$ cat src/core/fpes_consts.vh
`ifndef FPES_CONSTS_VH
`define FPES_CONSTS_VH
// Register addresses (byte)
`define FPES_ADDR_MCR        8'h00
`define FPES_ADDR_BLKSEL     8'h04
`define FPES_ADDR_LOCK       8'h08
`define FPES_ADDR_DISABLE    8'h0C
`define FPES_ADDR_PGMADDR    8'h10
`define FPES_ADDR_PGMLO      8'h14
`define FPES_ADDR_PGMHI      8'h18
// Module config register bit positions
`define FPES_BIT_EHV         0
`define FPES_BIT_ERASE_SUSPEND_REQUEST        1
`define FPES_BIT_ERS         2
`define FPES_BIT_PGM         4
`define FPES_BIT_TARGET_SPACE_INDICATOR        8
`define FPES_BIT_PEG         9
`define FPES_BIT_DONE        10
`define FPES_BIT_RWE         11
// Array address fields
`define FPES_PAGE_MSB        22
`define FPES_PAGE_LSB        3
`define FPES_WSEL_BIT        2
`define FPES_SPACE_MSB       24
`define FPES_SPACE_LSB       23
// Address space encodings
`define FPES_SPACE_NORMAL    2'h0
`define FPES_SPACE_SHADOW    2'h1
`define FPES_SPACE_TEST      2'h2
// Defaults
`define FPES_ERASED_WORD     32'hFFFFFFFF
// Timing
`define FPES_PGM_TIME_NS     20000
`define FPES_ERS_BLK_TIME_NS 40000
`define FPES_SUS_LAT_NS      1000
`define FPES_ABORT_TIME_NS   400
`define FPES_CLK_PERIOD_NS   8
`endif

$ cat src/core/fpes_sequencer.v
`timescale 1ns/1ns
`default_nettype none
`include "fpes_consts.vh"
module fpes_sequencer #(
    parameter NBLK       = 8,
    parameter PGM_CYC    = `FPES_PGM_TIME_NS / `FPES_CLK_PERIOD_NS,
    parameter ERS_CYC    = `FPES_ERS_BLK_TIME_NS / `FPES_CLK_PERIOD_NS,
    parameter SUS_CYC    = `FPES_SUS_LAT_NS / `FPES_CLK_PERIOD_NS,
    parameter ABT_CYC    = `FPES_ABORT_TIME_NS / `FPES_CLK_PERIOD_NS
) (
    input  wire            i_clk,        // Clock, 125 MHz
    input  wire            i_rst_n,      // Synchronous reset, active low
    input  wire [7:0]      i_reg_addr,   // Register byte address
    input  wire [31:0]     i_reg_wdata,  // Register write data
    input  wire            i_reg_wr,     // Register write strobe
    input  wire            i_reg_rd,     // Register read strobe
    output reg  [31:0]     o_reg_rdata,  // Register read data, one cycle later
    input  wire [24:0]     i_arr_addr,   // Array byte address
    input  wire [63:0]     i_arr_wdata,  // Array write data
    input  wire            i_arr_wr,     // Array write strobe
    input  wire            i_arr_wide,   // Array write carries 64 bits
    input  wire            i_arr_rd,     // Array read strobe
    output reg             o_arr_rd_ok,  // Array read data valid
    input  wire [NBLK-1:0] i_blk_of_addr,// Block hit by current array address
    output reg             o_pgm_req,    // Pulse: program double word into array
    output reg  [19:0]     o_pgm_page,   // Page address bits 22..3
    output reg  [1:0]      o_pgm_space,  // Target address space
    output reg  [63:0]     o_pgm_data,   // Program data, zeros clear bits
    output reg             o_ers_req,    // Pulse: erase block mask
    output reg  [NBLK-1:0] o_ers_blocks, // Blocks to erase
    output reg             o_ers_shadow, // Erase targets shadow sector
    output reg             o_busy        // Modify operation active
);
    localparam ST_IDLE  = 3'h0;
    localparam ST_PGM   = 3'h1;
    localparam ST_ERS   = 3'h2;
    localparam ST_SUSP  = 3'h3;
    localparam ST_ABORT = 3'h4;
    localparam ST_SUSW  = 3'h5;
    localparam TW = 24;

    // ------------------------------------------------------------
    // Register state
    // ------------------------------------------------------------
    reg            pgm_sel_reg, ers_sel_reg, hv_en_reg, sus_reg;
    reg            done_reg, good_reg, rwe_reg, target_space_indicator_reg;
    reg [NBLK-1:0] blksel_reg, lock_reg, dis_reg;
    reg [2:0]      state_reg;
    reg            ilk_reg, ers_ilk_reg, hv_was_pgm_reg;
    reg [19:0]     page_reg;
    reg [1:0]      space_reg;
    reg [31:0]     wlo_reg, whi_reg;
    reg            tload;
    reg [TW-1:0]   tcount;
    wire           texp;

    function is_addr;
        input [7:0] a;
        input [7:0] r;
        begin
            is_addr = (a == r);
        end
    endfunction

    fpes_timer #(.W(TW)) u_timer (
        .i_clk    (i_clk),
        .i_rst_n  (i_rst_n),
        .i_load   (tload),
        .i_count  (tcount),
        .i_run    (state_reg != ST_SUSP && state_reg != ST_IDLE),
        .o_expired(texp)
    );

    wire mcr_wr  = i_reg_wr && is_addr(i_reg_addr, `FPES_ADDR_MCR);
    wire w_pgm   = i_reg_wdata[`FPES_BIT_PGM];
    wire w_ers   = i_reg_wdata[`FPES_BIT_ERS];
    wire w_hv    = i_reg_wdata[`FPES_BIT_EHV];
    wire w_sus   = i_reg_wdata[`FPES_BIT_ERASE_SUSPEND_REQUEST];
    wire running = (state_reg == ST_PGM) || (state_reg == ST_ERS) ||
                   (state_reg == ST_ABORT) || (state_reg == ST_SUSW);
    wire frozen  = hv_en_reg && !done_reg;  // Operands locked while operating
    wire [NBLK-1:0] ers_mask = blksel_reg & ~lock_reg & ~dis_reg;
    wire addr_locked = |(i_blk_of_addr & (lock_reg | dis_reg));
    wire [1:0] wr_space = i_arr_addr[`FPES_SPACE_MSB:`FPES_SPACE_LSB];

    // ------------------------------------------------------------
    // Sequencer
    // ------------------------------------------------------------
    always @(posedge i_clk) begin
        if (!i_rst_n) begin
            pgm_sel_reg    <= 1'b0;
            ers_sel_reg    <= 1'b0;
            hv_en_reg      <= 1'b0;
            sus_reg        <= 1'b0;
            done_reg       <= 1'b1;
            good_reg       <= 1'b0;
            rwe_reg        <= 1'b0;
            target_space_indicator_reg       <= 1'b0;
            blksel_reg     <= {NBLK{1'b0}};
            lock_reg       <= {NBLK{1'b0}};
            dis_reg        <= {NBLK{1'b0}};
            state_reg      <= ST_IDLE;
            ilk_reg        <= 1'b0;
            ers_ilk_reg    <= 1'b0;
            hv_was_pgm_reg <= 1'b0;
            page_reg       <= 20'h00000;
            space_reg      <= `FPES_SPACE_NORMAL;
            wlo_reg        <= `FPES_ERASED_WORD;
            whi_reg        <= `FPES_ERASED_WORD;
            tload          <= 1'b0;
            tcount         <= {TW{1'b0}};
            o_pgm_req      <= 1'b0;
            o_pgm_page     <= 20'h00000;
            o_pgm_space    <= 2'h0;
            o_pgm_data     <= 64'hFFFFFFFFFFFFFFFF;
            o_ers_req      <= 1'b0;
            o_ers_blocks   <= {NBLK{1'b0}};
            o_ers_shadow   <= 1'b0;
            o_busy         <= 1'b0;
            o_arr_rd_ok    <= 1'b0;
            o_reg_rdata    <= 32'h00000000;
        end else begin
            tload     <= 1'b0;
            o_pgm_req <= 1'b0;
            o_ers_req <= 1'b0;
            o_arr_rd_ok <= i_arr_rd && !running && !(state_reg == ST_SUSP && |(i_blk_of_addr & ers_mask));
            if (i_arr_rd && running) begin
                rwe_reg <= 1'b1;
            end else if (mcr_wr && i_reg_wdata[`FPES_BIT_RWE]) begin
                rwe_reg <= 1'b0;                                    // Write one to clear
            end
            // Register writes
            if (i_reg_wr && !frozen) begin
                if (is_addr(i_reg_addr, `FPES_ADDR_BLKSEL)) blksel_reg <= i_reg_wdata[NBLK-1:0];
                if (is_addr(i_reg_addr, `FPES_ADDR_LOCK))   lock_reg   <= i_reg_wdata[NBLK-1:0];
                if (is_addr(i_reg_addr, `FPES_ADDR_DISABLE))dis_reg    <= i_reg_wdata[NBLK-1:0];
            end
            if (mcr_wr && state_reg != ST_SUSP && state_reg != ST_SUSW) begin
                if (!hv_en_reg) begin
                    pgm_sel_reg <= w_pgm && !ers_sel_reg;
                    ers_sel_reg <= w_ers && !pgm_sel_reg;
                    if ((w_pgm && !pgm_sel_reg) || (w_ers && !ers_sel_reg) || (!w_pgm && !w_ers)) begin
                        ilk_reg     <= 1'b0;
                        ers_ilk_reg <= 1'b0;
                        if (w_pgm && !pgm_sel_reg) begin
                            wlo_reg <= `FPES_ERASED_WORD;
                            whi_reg <= `FPES_ERASED_WORD;
                        end
                    end
                end
            end
            // Array writes during selection build the operands
            if (i_arr_wr && !hv_en_reg && pgm_sel_reg) begin
                if (!ilk_reg) begin
                    ilk_reg   <= 1'b1;
                    page_reg  <= i_arr_addr[`FPES_PAGE_MSB:`FPES_PAGE_LSB];
                    space_reg <= wr_space;
                    target_space_indicator_reg  <= (wr_space != `FPES_SPACE_NORMAL);
                    hv_was_pgm_reg <= addr_locked;
                end
                if (i_arr_wide) begin
                    wlo_reg <= i_arr_wdata[31:0];
                    whi_reg <= i_arr_wdata[63:32];
                end else if (i_arr_addr[`FPES_WSEL_BIT]) begin
                    whi_reg <= i_arr_wdata[31:0];
                end else begin
                    wlo_reg <= i_arr_wdata[31:0];
                end
            end
            if (i_arr_wr && !hv_en_reg && ers_sel_reg) begin
                ers_ilk_reg <= 1'b1;                                // Data discarded
                o_ers_shadow <= (wr_space == `FPES_SPACE_SHADOW);
            end
            case (state_reg)
            ST_IDLE: begin
                if (mcr_wr && w_hv && !hv_en_reg) begin
                    hv_en_reg <= 1'b1;
                    if (pgm_sel_reg && w_pgm && ilk_reg) begin
                        done_reg  <= 1'b0;
                        good_reg  <= 1'b0;
                        state_reg <= ST_PGM;
                        tload     <= 1'b1;
                        tcount    <= PGM_CYC[TW-1:0];
                        o_busy    <= 1'b1;
                        o_pgm_req  <= !hv_was_pgm_reg && space_reg != `FPES_SPACE_TEST;
                        o_pgm_page <= page_reg;
                        o_pgm_space<= space_reg;
                        o_pgm_data <= {whi_reg, wlo_reg};
                    end else if (ers_sel_reg && w_ers && ers_ilk_reg) begin
                        done_reg  <= 1'b0;
                        good_reg  <= 1'b0;
                        state_reg <= ST_ERS;
                        tload     <= 1'b1;
                        tcount    <= ERS_CYC[TW-1:0];
                        o_busy    <= 1'b1;
                        o_ers_req <= 1'b1;
                        o_ers_blocks <= o_ers_shadow ? {NBLK{1'b0}} : ers_mask;
                    end
                    // Otherwise no operation; done stays high
                end else if (mcr_wr && !w_hv && hv_en_reg) begin
                    hv_en_reg <= 1'b0;
                    if (pgm_sel_reg) begin
                        ilk_reg <= 1'b0;                            // Next program begins
                        wlo_reg <= `FPES_ERASED_WORD;
                        whi_reg <= `FPES_ERASED_WORD;
                    end
                    ers_ilk_reg <= 1'b0;
                end
            end
            ST_PGM, ST_ERS: begin
                if (mcr_wr && !w_hv) begin
                    hv_en_reg <= 1'b0;
                    state_reg <= ST_ABORT;
                    tload     <= 1'b1;
                    tcount    <= ABT_CYC[TW-1:0];
                end else if (state_reg == ST_ERS && mcr_wr && w_sus && !sus_reg && !pgm_sel_reg) begin
                    sus_reg   <= 1'b1;
                    state_reg <= ST_SUSW;
                    tload     <= 1'b1;
                    tcount    <= SUS_CYC[TW-1:0];
                end else if (texp && !tload) begin
                    state_reg <= ST_IDLE;
                    done_reg  <= 1'b1;
                    good_reg  <= 1'b1;
                    o_busy    <= 1'b0;
                end
            end
            ST_SUSW: begin
                if (texp && !tload) begin
                    state_reg <= ST_SUSP;
                    done_reg  <= 1'b1;                              // Within latency bound
                    o_busy    <= 1'b0;
                end
            end
            ST_SUSP: begin
                // Program/erase refused, high voltage clear ignored
                if (mcr_wr && !w_sus && hv_en_reg && w_hv) begin
                    sus_reg   <= 1'b0;                              // Resume from restart point
                    done_reg  <= 1'b0;
                    o_busy    <= 1'b1;
                    state_reg <= ST_ERS;
                    tload     <= 1'b1;
                    tcount    <= ERS_CYC[TW-1:0];
                end
            end
            ST_ABORT: begin
                if (texp && !tload) begin
                    state_reg <= ST_IDLE;
                    done_reg  <= 1'b1;
                    good_reg  <= 1'b0;
                    o_busy    <= 1'b0;
                end
            end
            default: begin
                state_reg <= ST_IDLE;
            end
            endcase
            // Register read data
            o_reg_rdata <= 32'h00000000;
            if (i_reg_rd) begin
                if (is_addr(i_reg_addr, `FPES_ADDR_MCR)) begin
                    o_reg_rdata[`FPES_BIT_EHV]  <= hv_en_reg;
                    o_reg_rdata[`FPES_BIT_ERASE_SUSPEND_REQUEST] <= sus_reg;
                    o_reg_rdata[`FPES_BIT_ERS]  <= ers_sel_reg;
                    o_reg_rdata[`FPES_BIT_PGM]  <= pgm_sel_reg;
                    o_reg_rdata[`FPES_BIT_TARGET_SPACE_INDICATOR] <= target_space_indicator_reg;
                    o_reg_rdata[`FPES_BIT_PEG]  <= good_reg;
                    o_reg_rdata[`FPES_BIT_DONE] <= done_reg;
                    o_reg_rdata[`FPES_BIT_RWE]  <= rwe_reg;
                end
                if (is_addr(i_reg_addr, `FPES_ADDR_BLKSEL))  o_reg_rdata[NBLK-1:0] <= blksel_reg;
                if (is_addr(i_reg_addr, `FPES_ADDR_LOCK))    o_reg_rdata[NBLK-1:0] <= lock_reg;
                if (is_addr(i_reg_addr, `FPES_ADDR_DISABLE)) o_reg_rdata[NBLK-1:0] <= dis_reg;
                if (is_addr(i_reg_addr, `FPES_ADDR_PGMADDR)) o_reg_rdata <= {10'h000, page_reg, space_reg};
                if (is_addr(i_reg_addr, `FPES_ADDR_PGMLO))   o_reg_rdata <= wlo_reg;
                if (is_addr(i_reg_addr, `FPES_ADDR_PGMHI))   o_reg_rdata <= whi_reg;
            end
        end
    end
endmodule // fpes_sequencer
`default_nettype wire

$ cat src/core/fpes_timer.v
`timescale 1ns/1ns
`default_nettype none
// ------------------------------------------------------------
// Down counter for high-voltage phase timing
// ------------------------------------------------------------
module fpes_timer #(
    parameter W = 16
) (
    input  wire         i_clk,    // Clock
    input  wire         i_rst_n,  // Synchronous reset, active low
    input  wire         i_load,   // Load count
    input  wire [W-1:0] i_count,  // Cycles to count
    input  wire         i_run,    // Count enable
    output wire         o_expired // Count reached zero
);
    reg [W-1:0] cnt_reg;
    always @(posedge i_clk) begin
        if (!i_rst_n) begin
            cnt_reg <= {W{1'b0}};
        end else if (i_load) begin
            cnt_reg <= i_count;
        end else if (i_run && cnt_reg != {W{1'b0}}) begin
            cnt_reg <= cnt_reg - {{(W-1){1'b0}}, 1'b1};
        end
    end
    assign o_expired = (cnt_reg == {W{1'b0}});
endmodule // fpes_timer
`default_nettype wire
$ cat config.mk
export PLATFORM = sky130hd
export DESIGN_NAME = fpes_sequencer
export DESIGN_NICKNAME = d
export VERILOG_FILES = /design/src/core/fpes_sequencer.v /design/src/core/fpes_timer.v
export VERILOG_INCLUDE_DIRS = /design/src /design/src/core
export SDC_FILE = /design/constraint.sdc
export NUM_CORES = 1
export LEC_CHECK = 0
export BUFFER_PORTS_ARGS = -buffer_cell sky130_fd_sc_hd__buf_2
export CORE_MARGIN = 8
export CORE_UTILIZATION = 40
export CTS_CLUSTER_SIZE = 28
export DETAILED_ROUTE_END_ITERATION = 8
export REMOVE_ABC_BUFFERS = 1
export SYNTH_ARGS = -nofsm -noshare
export SYNTH_HDL_FRONTEND = slang
export SYNTH_HIERARCHICAL = 1
export SYNTH_SLANG_ARGS = --single-unit
$ cat constraint.sdc
create_clock -name i_clk -period 3.3 [get_ports i_clk]
set_input_delay 0 -clock i_clk [delete_from_list [all_inputs] [get_ports i_clk]]
set_output_delay 0 -clock i_clk [all_outputs]
set_load 0.005 [all_outputs]
==> results of run 1 <==
[worst max-delay path, cell delays in order (launching register included)]
cell	delay [ps]
dfxtp_1	600
nor3_1	150
nor2_1	310
nand4_1	350
or3b_4	510
or4_1	400
a31oi_1	160
[Yosys cell counts (3+ instances only)]
cell type	instances
a221oi_1	5
a22oi_1	59
nand3_1	77
xnor2_1	16
a2111oi_0	3
a32o_1	6
nor3b_1	6
nor2b_1	5
buf_1	4
nand4_1	8
o22ai_1	6
a22o_1	3
o211ai_1	33
a31oi_1	13
a211oi_1	5
nand4b_1	3
or4_4	4
dfxtp_1	288
clkbuf_1	91
o21ai_0	113
nand2_1	275
or4_1	3
and4_1	4
o21a_1	4
inv_1	11
and3_1	5
or3_1	11
nor3_1	50
nand2b_1	9
buf_2	15
and2_1	5
buf_6	7
nor4_1	8
mux2i_1	38
xor2_1	3
a21oi_1	101
a2bb2oi_1	3
nor2_1	105
[stage by stage]
stage	setup slack [ps]	utilization, %	std cells
2_1_floorplan	-543	-	1342
6_report	734	52.8	2174
3_3_place_gp	781	45.8	2011
4_1_cts	722	52.8	2172
5_1_grt	469	52.8	2172
3_5_place_dp	746	45.8	2011
[power breakdown]
| group | switching (W) | internal [W] |
|---|---|---|
| Sequential | 0.00000134 | 0.00348 |
| Combinational | 0.000193 | 0.000174 |
| Clock | 0.00146 | 0.00210 |
| Total | 0.00165 | 0.00575 |
[layout make-up]
cell class                      instances  area, µm²
Fill cell                            2787      14000
Sequential cell                       288       5770
Multi-Input combinational cell       1043       5730
Timing Repair Buffer                  381       2520
Clock buffer                           48        953
Tap cell                              390        488
Clock inverter                         11        101
Inverter                               11       41.3
Antenna cell                            2       5.00
[worst paths after layout]
path / from / endpoint / slack (ps)
max: state_reg[0] / u_timer/cnt_reg[22] / 730
min: i_reg_wr / lock_reg[1] / 20
max reg2reg: state_reg[0] / u_timer/cnt_reg[22] / 730
min reg2reg: hv_was_pgm_reg / o_pgm_req / 450
[per-layer routing]
metal,share of wire [%],track usage (%),vias up
met5,0.044,0,-
met4,4.3,10.0,4
met3,6.8,4.16,103
met2,47,36.8,433
met1,42,27.6,5562
li1,-,-,5707
[logic make-up after synthesis]
kind of cell               Yosys count  synth area share [%]
adders and majority gates            3                 0.293
and+or+nand+nor                    592                  22.4
DFF                                288                  48.2
other                                1                0.0313
AOI/OAI and AO/OA                  378                  19.6
muxes                               39                  3.36
buffers and inverters              130                  4.74
xor gates and xnor gates            19                  1.39
==> metrics.txt, run 1 <==
ranking of synthesized cells by area=dfxtp_1, nand2_1, o21ai_0; drt drc=0; Synth area leader=dfxtp_1; DR vias=11,809; first-pass GRT wire length=roughly 64,000 µm; CTS max path bufs=3; status=completed; Core Box Area=between 20,000 and 30,000 µm²; clock-pin transition on the worst setup and hold timing paths=60 ps; Fin Setup TNS=0 ps; Setup Skew=roughly 14 ps; WP data arrival=2990 ps; commonest non-fill, non-tap cell in the layout=dfxtp_1; RSZ-0062 raised after global routing=no; layout cells sized above 1=20.4%; crit start category=flip-flop; gpl congestion=roughly 0.86; predominant post-synthesis flop cell=dfxtp_1; # resized after CTS=0; P&R area growth vs syn=30.3%; most frequent cells in the layout=dfxtp_1, nand2_1, buf_2, o21ai_0; Hold WC Path Type=in2reg; period utilization=between 70% and 80%; VDD IR max=336 µV; largest net degree at the start of global routing=88; synth unique cells=75; post-DR wirelength/cell=18.9 µm; setup violators final=0; Initial Util=between 40% and 50%; DR pass1 iterations=7; DRT iter0 DRCs=~790; WHS Path Cells=4; GRT overflow=0; synth warn=6; Area after DPL=13,500 µm²; Async SR Flop Fraction=0%; die height=189 µm; clk_lat worst skew=510 ps; antenna violations before repair=2; Root Buffer=clkbuf_16; die area=35,700 µm²; final WL=41,100 µm; total CTS buffers=34; vias in the first global route=11,772; max-cap viol count=0; post-route cell area=15,600 µm²; Final #Nets=roughly 1,900; max reg flops=64; WHS=21.4 ps; Hold Buf Count CTS=102; maximum operating frequency=390 MHz; fin crit period=2570 ps; flops & latches, synth=288; I/O Pins=275; CP required=3730 ps; GRT Resource Usage Total=22.2%; sequential element share of the synthesized area=48.2%; Avg Cell Area, Syn=between 8 and 9 µm²; Reg2Reg Depth=6; Setup CP Type=reg2reg; CTS tree=done; total power=0.00741 W; Most flops, register=o_pgm_data; vias per cell=about 5.4; number of flops mapped to enable cells by yosys=0; worst-path maximum fanout=15; Post-Syn Instances=1,450; postcts setup bufs=0; PortBufs=249; H-tree depth=2; Fin. Hold Viols=0; Slew Limit Fails=0; PD cells=between 400 and 500 nW/µm²; CTS Sinks=288; Syn Std Cell Area=~12,000 µm²; max_slew headroom=between 20% and 30%; Detail Route Antenna Nets=0; P_leak=approximately 6.3 nW; die width=approximately 190 µm; Worst-Margin Slew=1090 ps; CP Capture Type=flip-flop; dpl hpwl=26,700 µm; Rows=63; Synth top area share=48.2%
(Power assumes the default switching activity.)
==> inputs of run 2 (changes only) <==
Clock period 3.3 ns to 2.1 ns, I/O delays scaled along.
==> run 2 against run 1 <==
  * The run now ends with negative setup slack left
  * Sequential power rose by 57%
  * Core utilization up 4.1 points
  * Via count rose by 3.7%
  * Cell area rose by 7.8%
  * Combinational power is 68% higher
  * Critical path depth decreased by 1
  * Sequential cell count stayed put
  * First-iteration DRC count rose by 3.3%
  * Non-clock buffer count up 101
  * Die area stayed put
  * Critical path type unchanged
  * Largest power group unchanged
==> metrics.txt, run 2 (synthesized netlist as in run 1, its figures left out) <==
status=finished with violations; failing checks=negative setup slack; vias per cell=5.39; crit start category=flip-flop; Core Box Area=between 20,000 and 30,000 µm²; Placed Cells=roughly 2,100; CTS max path bufs=3; Fillers=~2,700; met3 Track Usage GR=3.97%; Initial Util=40.5%; CTS Sinks=around 290; Hold WC Path Type=in2reg; PD cells=between 700 and 800 nW/µm²; period utilization=111%; largest net degree at the start of global routing=65; chain of cells forming the critical path=or4_1, or4_4, or3b_4, or4_1, a31oi_1; most frequent cells in the layout=dfxtp_1, nand2_1, buf_2, dlygate4sd3_1, o21ai_0; DR pass1 iterations=5; maximum operating frequency=430 MHz; P_leak=6.98 nW; RSZ-0062 raised after global routing=yes; GRT Resource Usage Total=22.9%; reg2reg start=u_timer/cnt_reg[9]; die area=35,700 µm²; die height=about 190 µm; P&R area growth vs syn=40.5%; Rows=63; Fin. Hold Viols=0; post-DR wirelength/cell=18.7 µm; clk_lat worst skew=just under 600 ps; Worst Setup SP=u_timer/cnt_reg[9]; R2R Path End=u_timer/cnt_reg[22]; Reg2Reg Depth=5; final worst slack=-225 ps; gpl congestion=about 0.84; Top cell by count, worst path=or4_1; vias in the first global route=12,195; CP Capture Type=flip-flop; PortBufs=249; GRT overflow=0; utilization after layout=between 50% and 60%; Layout Cells excl Fill=2,273; Setup Skew=12.6 ps; first-pass GRT wire length=67,100 µm; CTS tree=done; GRT met2 Usage=between 30% and 40%; max-cap viol count=0; WHS Path Cells=5; antenna violations before repair=2; Setup CP Type=reg2reg; Global Route met1 Usage=29.5%; VDD IR max=501 µV; max_slew headroom=48.1%; H-tree depth=1; Slew Limit Fails=0; layout cells sized above 1=25.9%; CP required=2600 ps; commonest non-fill, non-tap cell in the layout=dfxtp_1; Critical path destination=u_timer/cnt_reg[22]; total CTS buffers=31; setup violators final=7; Worst-Margin Slew=778 ps; final WL=between 40,000 and 50,000 µm; reg2reg setup slack=-220 ps; max reg flops=64; fin crit period=2320 ps; Detail Route Antenna Nets=0; worst-path maximum fanout=2; I/O Pins=275; dpl hpwl=28,800 µm; WP data arrival=roughly 2800 ps; drt drc=0; DRT iter0 DRCs=815; total power=0.0120 W; Fin Setup TNS=-859 ps; Max stage delay on crit path=520 ps; clock-pin transition on the worst setup and hold timing paths=about 60 ps; Root Buffer=clkbuf_16; DR vias=about 12,000; die width=189 µm; Most flops, register=o_pgm_data; layer with the highest usage=met2; Final #Nets=approximately 2,000; slowest stage cell on the critical path=or4_1
-- run 2: cell types whose count changed in the layout (fill, tap and decap cells not counted), moves of 4 or more --
cell,before,now
o21ai_0,112,108
clkbuf_8,5,11
dfxtp_2,0,5
buf_6,0,5
dlygate4sd3_1,102,113
buf_4,29,104
clkbuf_1,9,4
buf_12,2,12
dfxtp_1,288,282
-- run 2: worst min path at each step --
stage / start / to / slack (ps)
floorplan: i_rst_n / o_pgm_data[0] / 70
global placement: i_arr_addr[18] / page_reg[15] / 250
detailed placement: i_arr_rd / o_arr_rd_ok / 250
CTS: i_reg_wr / lock_reg[1] / 40
global route: i_reg_wr / lock_reg[1] / 80
finish: i_reg_wr / lock_reg[1] / 70
-- run 2: timing repair --
| action | CTS | global route |
|---|---|---|
| gates resized for setup | 22 | 37 |
| setup buffers | 2 | 2 |
| pin swaps | 13 | 12 |
| cloned | 0 | 0 |
| hold buffers | 113 | 0 |
| setup endpoints to repair | 20 | 26 |
| endpoints found under the hold margin | 139 | 0 |
-- run 2: area by class of cell --
cell class                      instances  area, µm²  share of cell area [%]
Timing Repair Buffer                  482       3450                    20.5
Clock buffer                           46        942                    5.60
Tap cell                              390        488                    2.90
Clock inverter                         11        175                    1.04
Inverter                               11       41.3                   0.245
Multi-Input combinational cell       1043       5950                    35.4
Antenna cell                            2       5.00                  0.0297
Sequential cell                       288       5780                    34.3
-- run 2: power breakdown --
group	switching (W)	internal [W]
combinational	0.000314	0.000301
sequential	0.00000207	0.00546
clock	0.00230	0.00359
total	0.00262	0.00935
-- run 2: stage by stage --
stage	worst slack (ps)	instance area, µm²	hold slack, ps
CTS	-239	16600	39.3
global route	-313	16800	82.7
detailed placement	-257	14300	247
global placement	-250	14300	246
finish	-225	16800	69.6
floorplan	-1740	11500	71.8
-- run 2: critical path, delay by kind of cell, from the launching register on --
family | cells | cell delay (ps)
flops | 1 | 300
simple gates | 4 | 1810
compound gates | 1 | 140
-- run 2: per-layer routing --
layer  up-vias  wire length, µm
met5         -               13
met4         2             1600
met3        87             2770
met2       448            20000
met1      5786            18200
li1       5918                -
==> inputs of run 3 (changes only) <==
Settings changed: CORE_UTILIZATION 40 to 49, PLACE_DENSITY set to 0.76.
==> run 3 against run 2 <==
  * The run still ends with negative setup slack left
  * Via count is 5.5% higher
  * Sequential share of layout area is essentially flat
  * Cell area about the same
  * Non-clock buffer count shrank 2
==> metrics.txt, run 3 (synthesized netlist as in run 1, its figures left out) <==
utilization after layout=69.6%; I/O Pins=275; Fillers=1,817; max reg flops=64; WP data arrival=2840 ps; Rows=57; CTS Sinks=288; layout cells sized above 1=about a quarter; fin crit period=2370 ps; PortBufs=249; total CTS buffers=30; GRT overflow=0; Fin. Hold Viols=0; slowest stage cell on the critical path=or4_1; chain of cells forming the critical path=or4_1, or4_4, or3b_4, or4_4, a31oi_4; multi-input gate area in the final layout=5950 µm²; CP Capture Type=flip-flop; Root Buffer=clkbuf_16; antenna violations before repair=1; crit start category=flip-flop; Fin Setup TNS=-892 ps; register area=5770 µm²; Area after DPL=14,200 µm²; vias per cell=5.86; final worst slack=-266 ps; maximum operating frequency=423 MHz; CTS max path bufs=3; DRT iter0 DRCs=about 1,300; Final #Nets=2,001; Slew Limit Fails=0; R2R Path End=u_timer/cnt_reg[22]; max_slew headroom=43.5%; VDD IR max=around 540 µV; H-tree depth=1; WHS Path Cells=4; delay-heaviest family, CP=simple AND/OR/NAND/NOR gates; P_leak=7.02 nW; P&R area growth vs syn=40.5%; Detail Route Antenna Nets=0; worst slack, placed=-283 ps; final WL=between 40,000 and 50,000 µm; hold wc startpoint=i_arr_wr; commonest non-fill, non-tap cell in the layout=dfxtp_1; Setup CP Type=reg2reg; largest net degree at the start of global routing=66; first-pass GRT wire length=around 66,000 µm; Worst-Margin Slew=847 ps; Initial Util=49.5%; Hold WC Path Type=in2reg; drt drc=0; met1 wire length=17,000 µm; post-route cell area=16,800 µm²; GRT Resource Usage Total=27.4%; worst-path maximum fanout=2; Core Box Area=24,200 µm²; period utilization=113%; die area=between 20,000 and 30,000 µm²; post-DR wirelength/cell=between 15 and 20 µm; Reg2Reg Depth=5; failing checks=negative setup slack; Worst Hold End=ers_ilk_reg; RSZ-0062 raised after global routing=yes; reg2reg setup slack=-270 ps; Setup Skew=13.5 ps; Top cell by count, worst path=or4_4; clock-pin transition on the worst setup and hold timing paths=roughly 60 ps; DR pass1 iterations=5; DR vias=12,920; setup violators final=5; vias in the first global route=12,642; dpl hpwl=27,300 µm; PD cells=711 nW/µm²; WL met3=between 3000 and 4000 µm; Max stage delay on crit path=a little over 500 ps; status=finished with violations; wire length on met2=slightly above 20,000 µm; WHS=17.9 ps; most frequent cells in the layout=dfxtp_1, nand2_1, buf_2, o21ai_0, dlygate4sd3_1; die height=172 µm; Most flops, register=o_pgm_data; reg2reg start=u_timer/cnt_reg[19]; clk_lat worst skew=560 ps; max-cap viol count=0; Buf+Inv Stages, Crit Path=0; DR top layer=met4; CP required=2570 ps; gpl congestion=0.898; CTS tree=done; die width=172 µm
-- run 3: cell types whose count changed in the layout (fill, tap and decap cells not counted), sizes merged --
cell,previous run,this run
clkbuf,46,45
bufinv,4,6
dlygate4sd3,113,106
clkinvlp,2,1
clkinv,4,6
or3,13,14
-- run 3: how the worst max path moves through the flow --
stage,start,end,slack (ps),cells past startpoint
after global routing,u_timer/cnt_reg[19],u_timer/cnt_reg[22],-340,6
after detailed placement,u_timer/cnt_reg[14],u_timer/cnt_reg[22],-280,5
after global placement,u_timer/cnt_reg[14],u_timer/cnt_reg[22],-250,5
after floorplan,i_reg_addr[0],o_pgm_page[0],-1740,5
final,u_timer/cnt_reg[19],u_timer/cnt_reg[22],-270,5
after CTS,u_timer/cnt_reg[19],u_timer/cnt_reg[22],-250,5
-- run 3: final cells by class --
| class | instances | area share [%] |
|---|---|---|
| inverters | 11 | 0.245 |
| well taps | 324 | 2.41 |
| multi-input cells | 1044 | 35.4 |
| diodes | 2 | 0.0298 |
| repair buffers | 480 | 21.0 |
| clock buffers | 40 | 5.16 |
| clock inverters | 14 | 1.46 |
| flip-flops and latches | 288 | 34.3 |
-- run 3: report_power, final --
part	internal, W	switching [W]	leakage [nW]	total [W]
clock network	0.00364	0.00224	0.546	0.00588
registers	0.00546	0.00000200	2.33	0.00547
logic	0.000290	0.000320	4.15	0.000609
-- run 3: metrics by stage --
step,total power (W),cells
final,0.0120,2203
after global routing,0.0123,2202
after CTS,0.0120,2192
after detailed placement,0.00602,2031
after global placement,0.00602,2031
after floorplan,0.00572,1342
-- run 3: worst reg2reg max path, delay by kind of cell, from the launching register on --
family / cells / cell delay, ps
compound gates: 1 / 160
flops: 1 / 310
simple gates: 4 / 1830
-- run 3: repair_timing --
item / 4_1_cts / 5_1_grt
endpoints found under the hold margin: 134 / 0
hold buffers: 106 / 0
cloned: 0 / 8
setup endpoints to repair: 34 / 64
pin swaps: 10 / 15
resized for setup: 19 / 37
setup buffers: 1 / 3
-- run 3: per-layer routing --
metal | up-vias | global-route usage [%]
met1 | 6067 | 32.5
li1 | 5924 | -
met5 | - | 0
met4 | 0 | 15.1
met2 | 738 | 45.7
met3 | 191 | 5.73
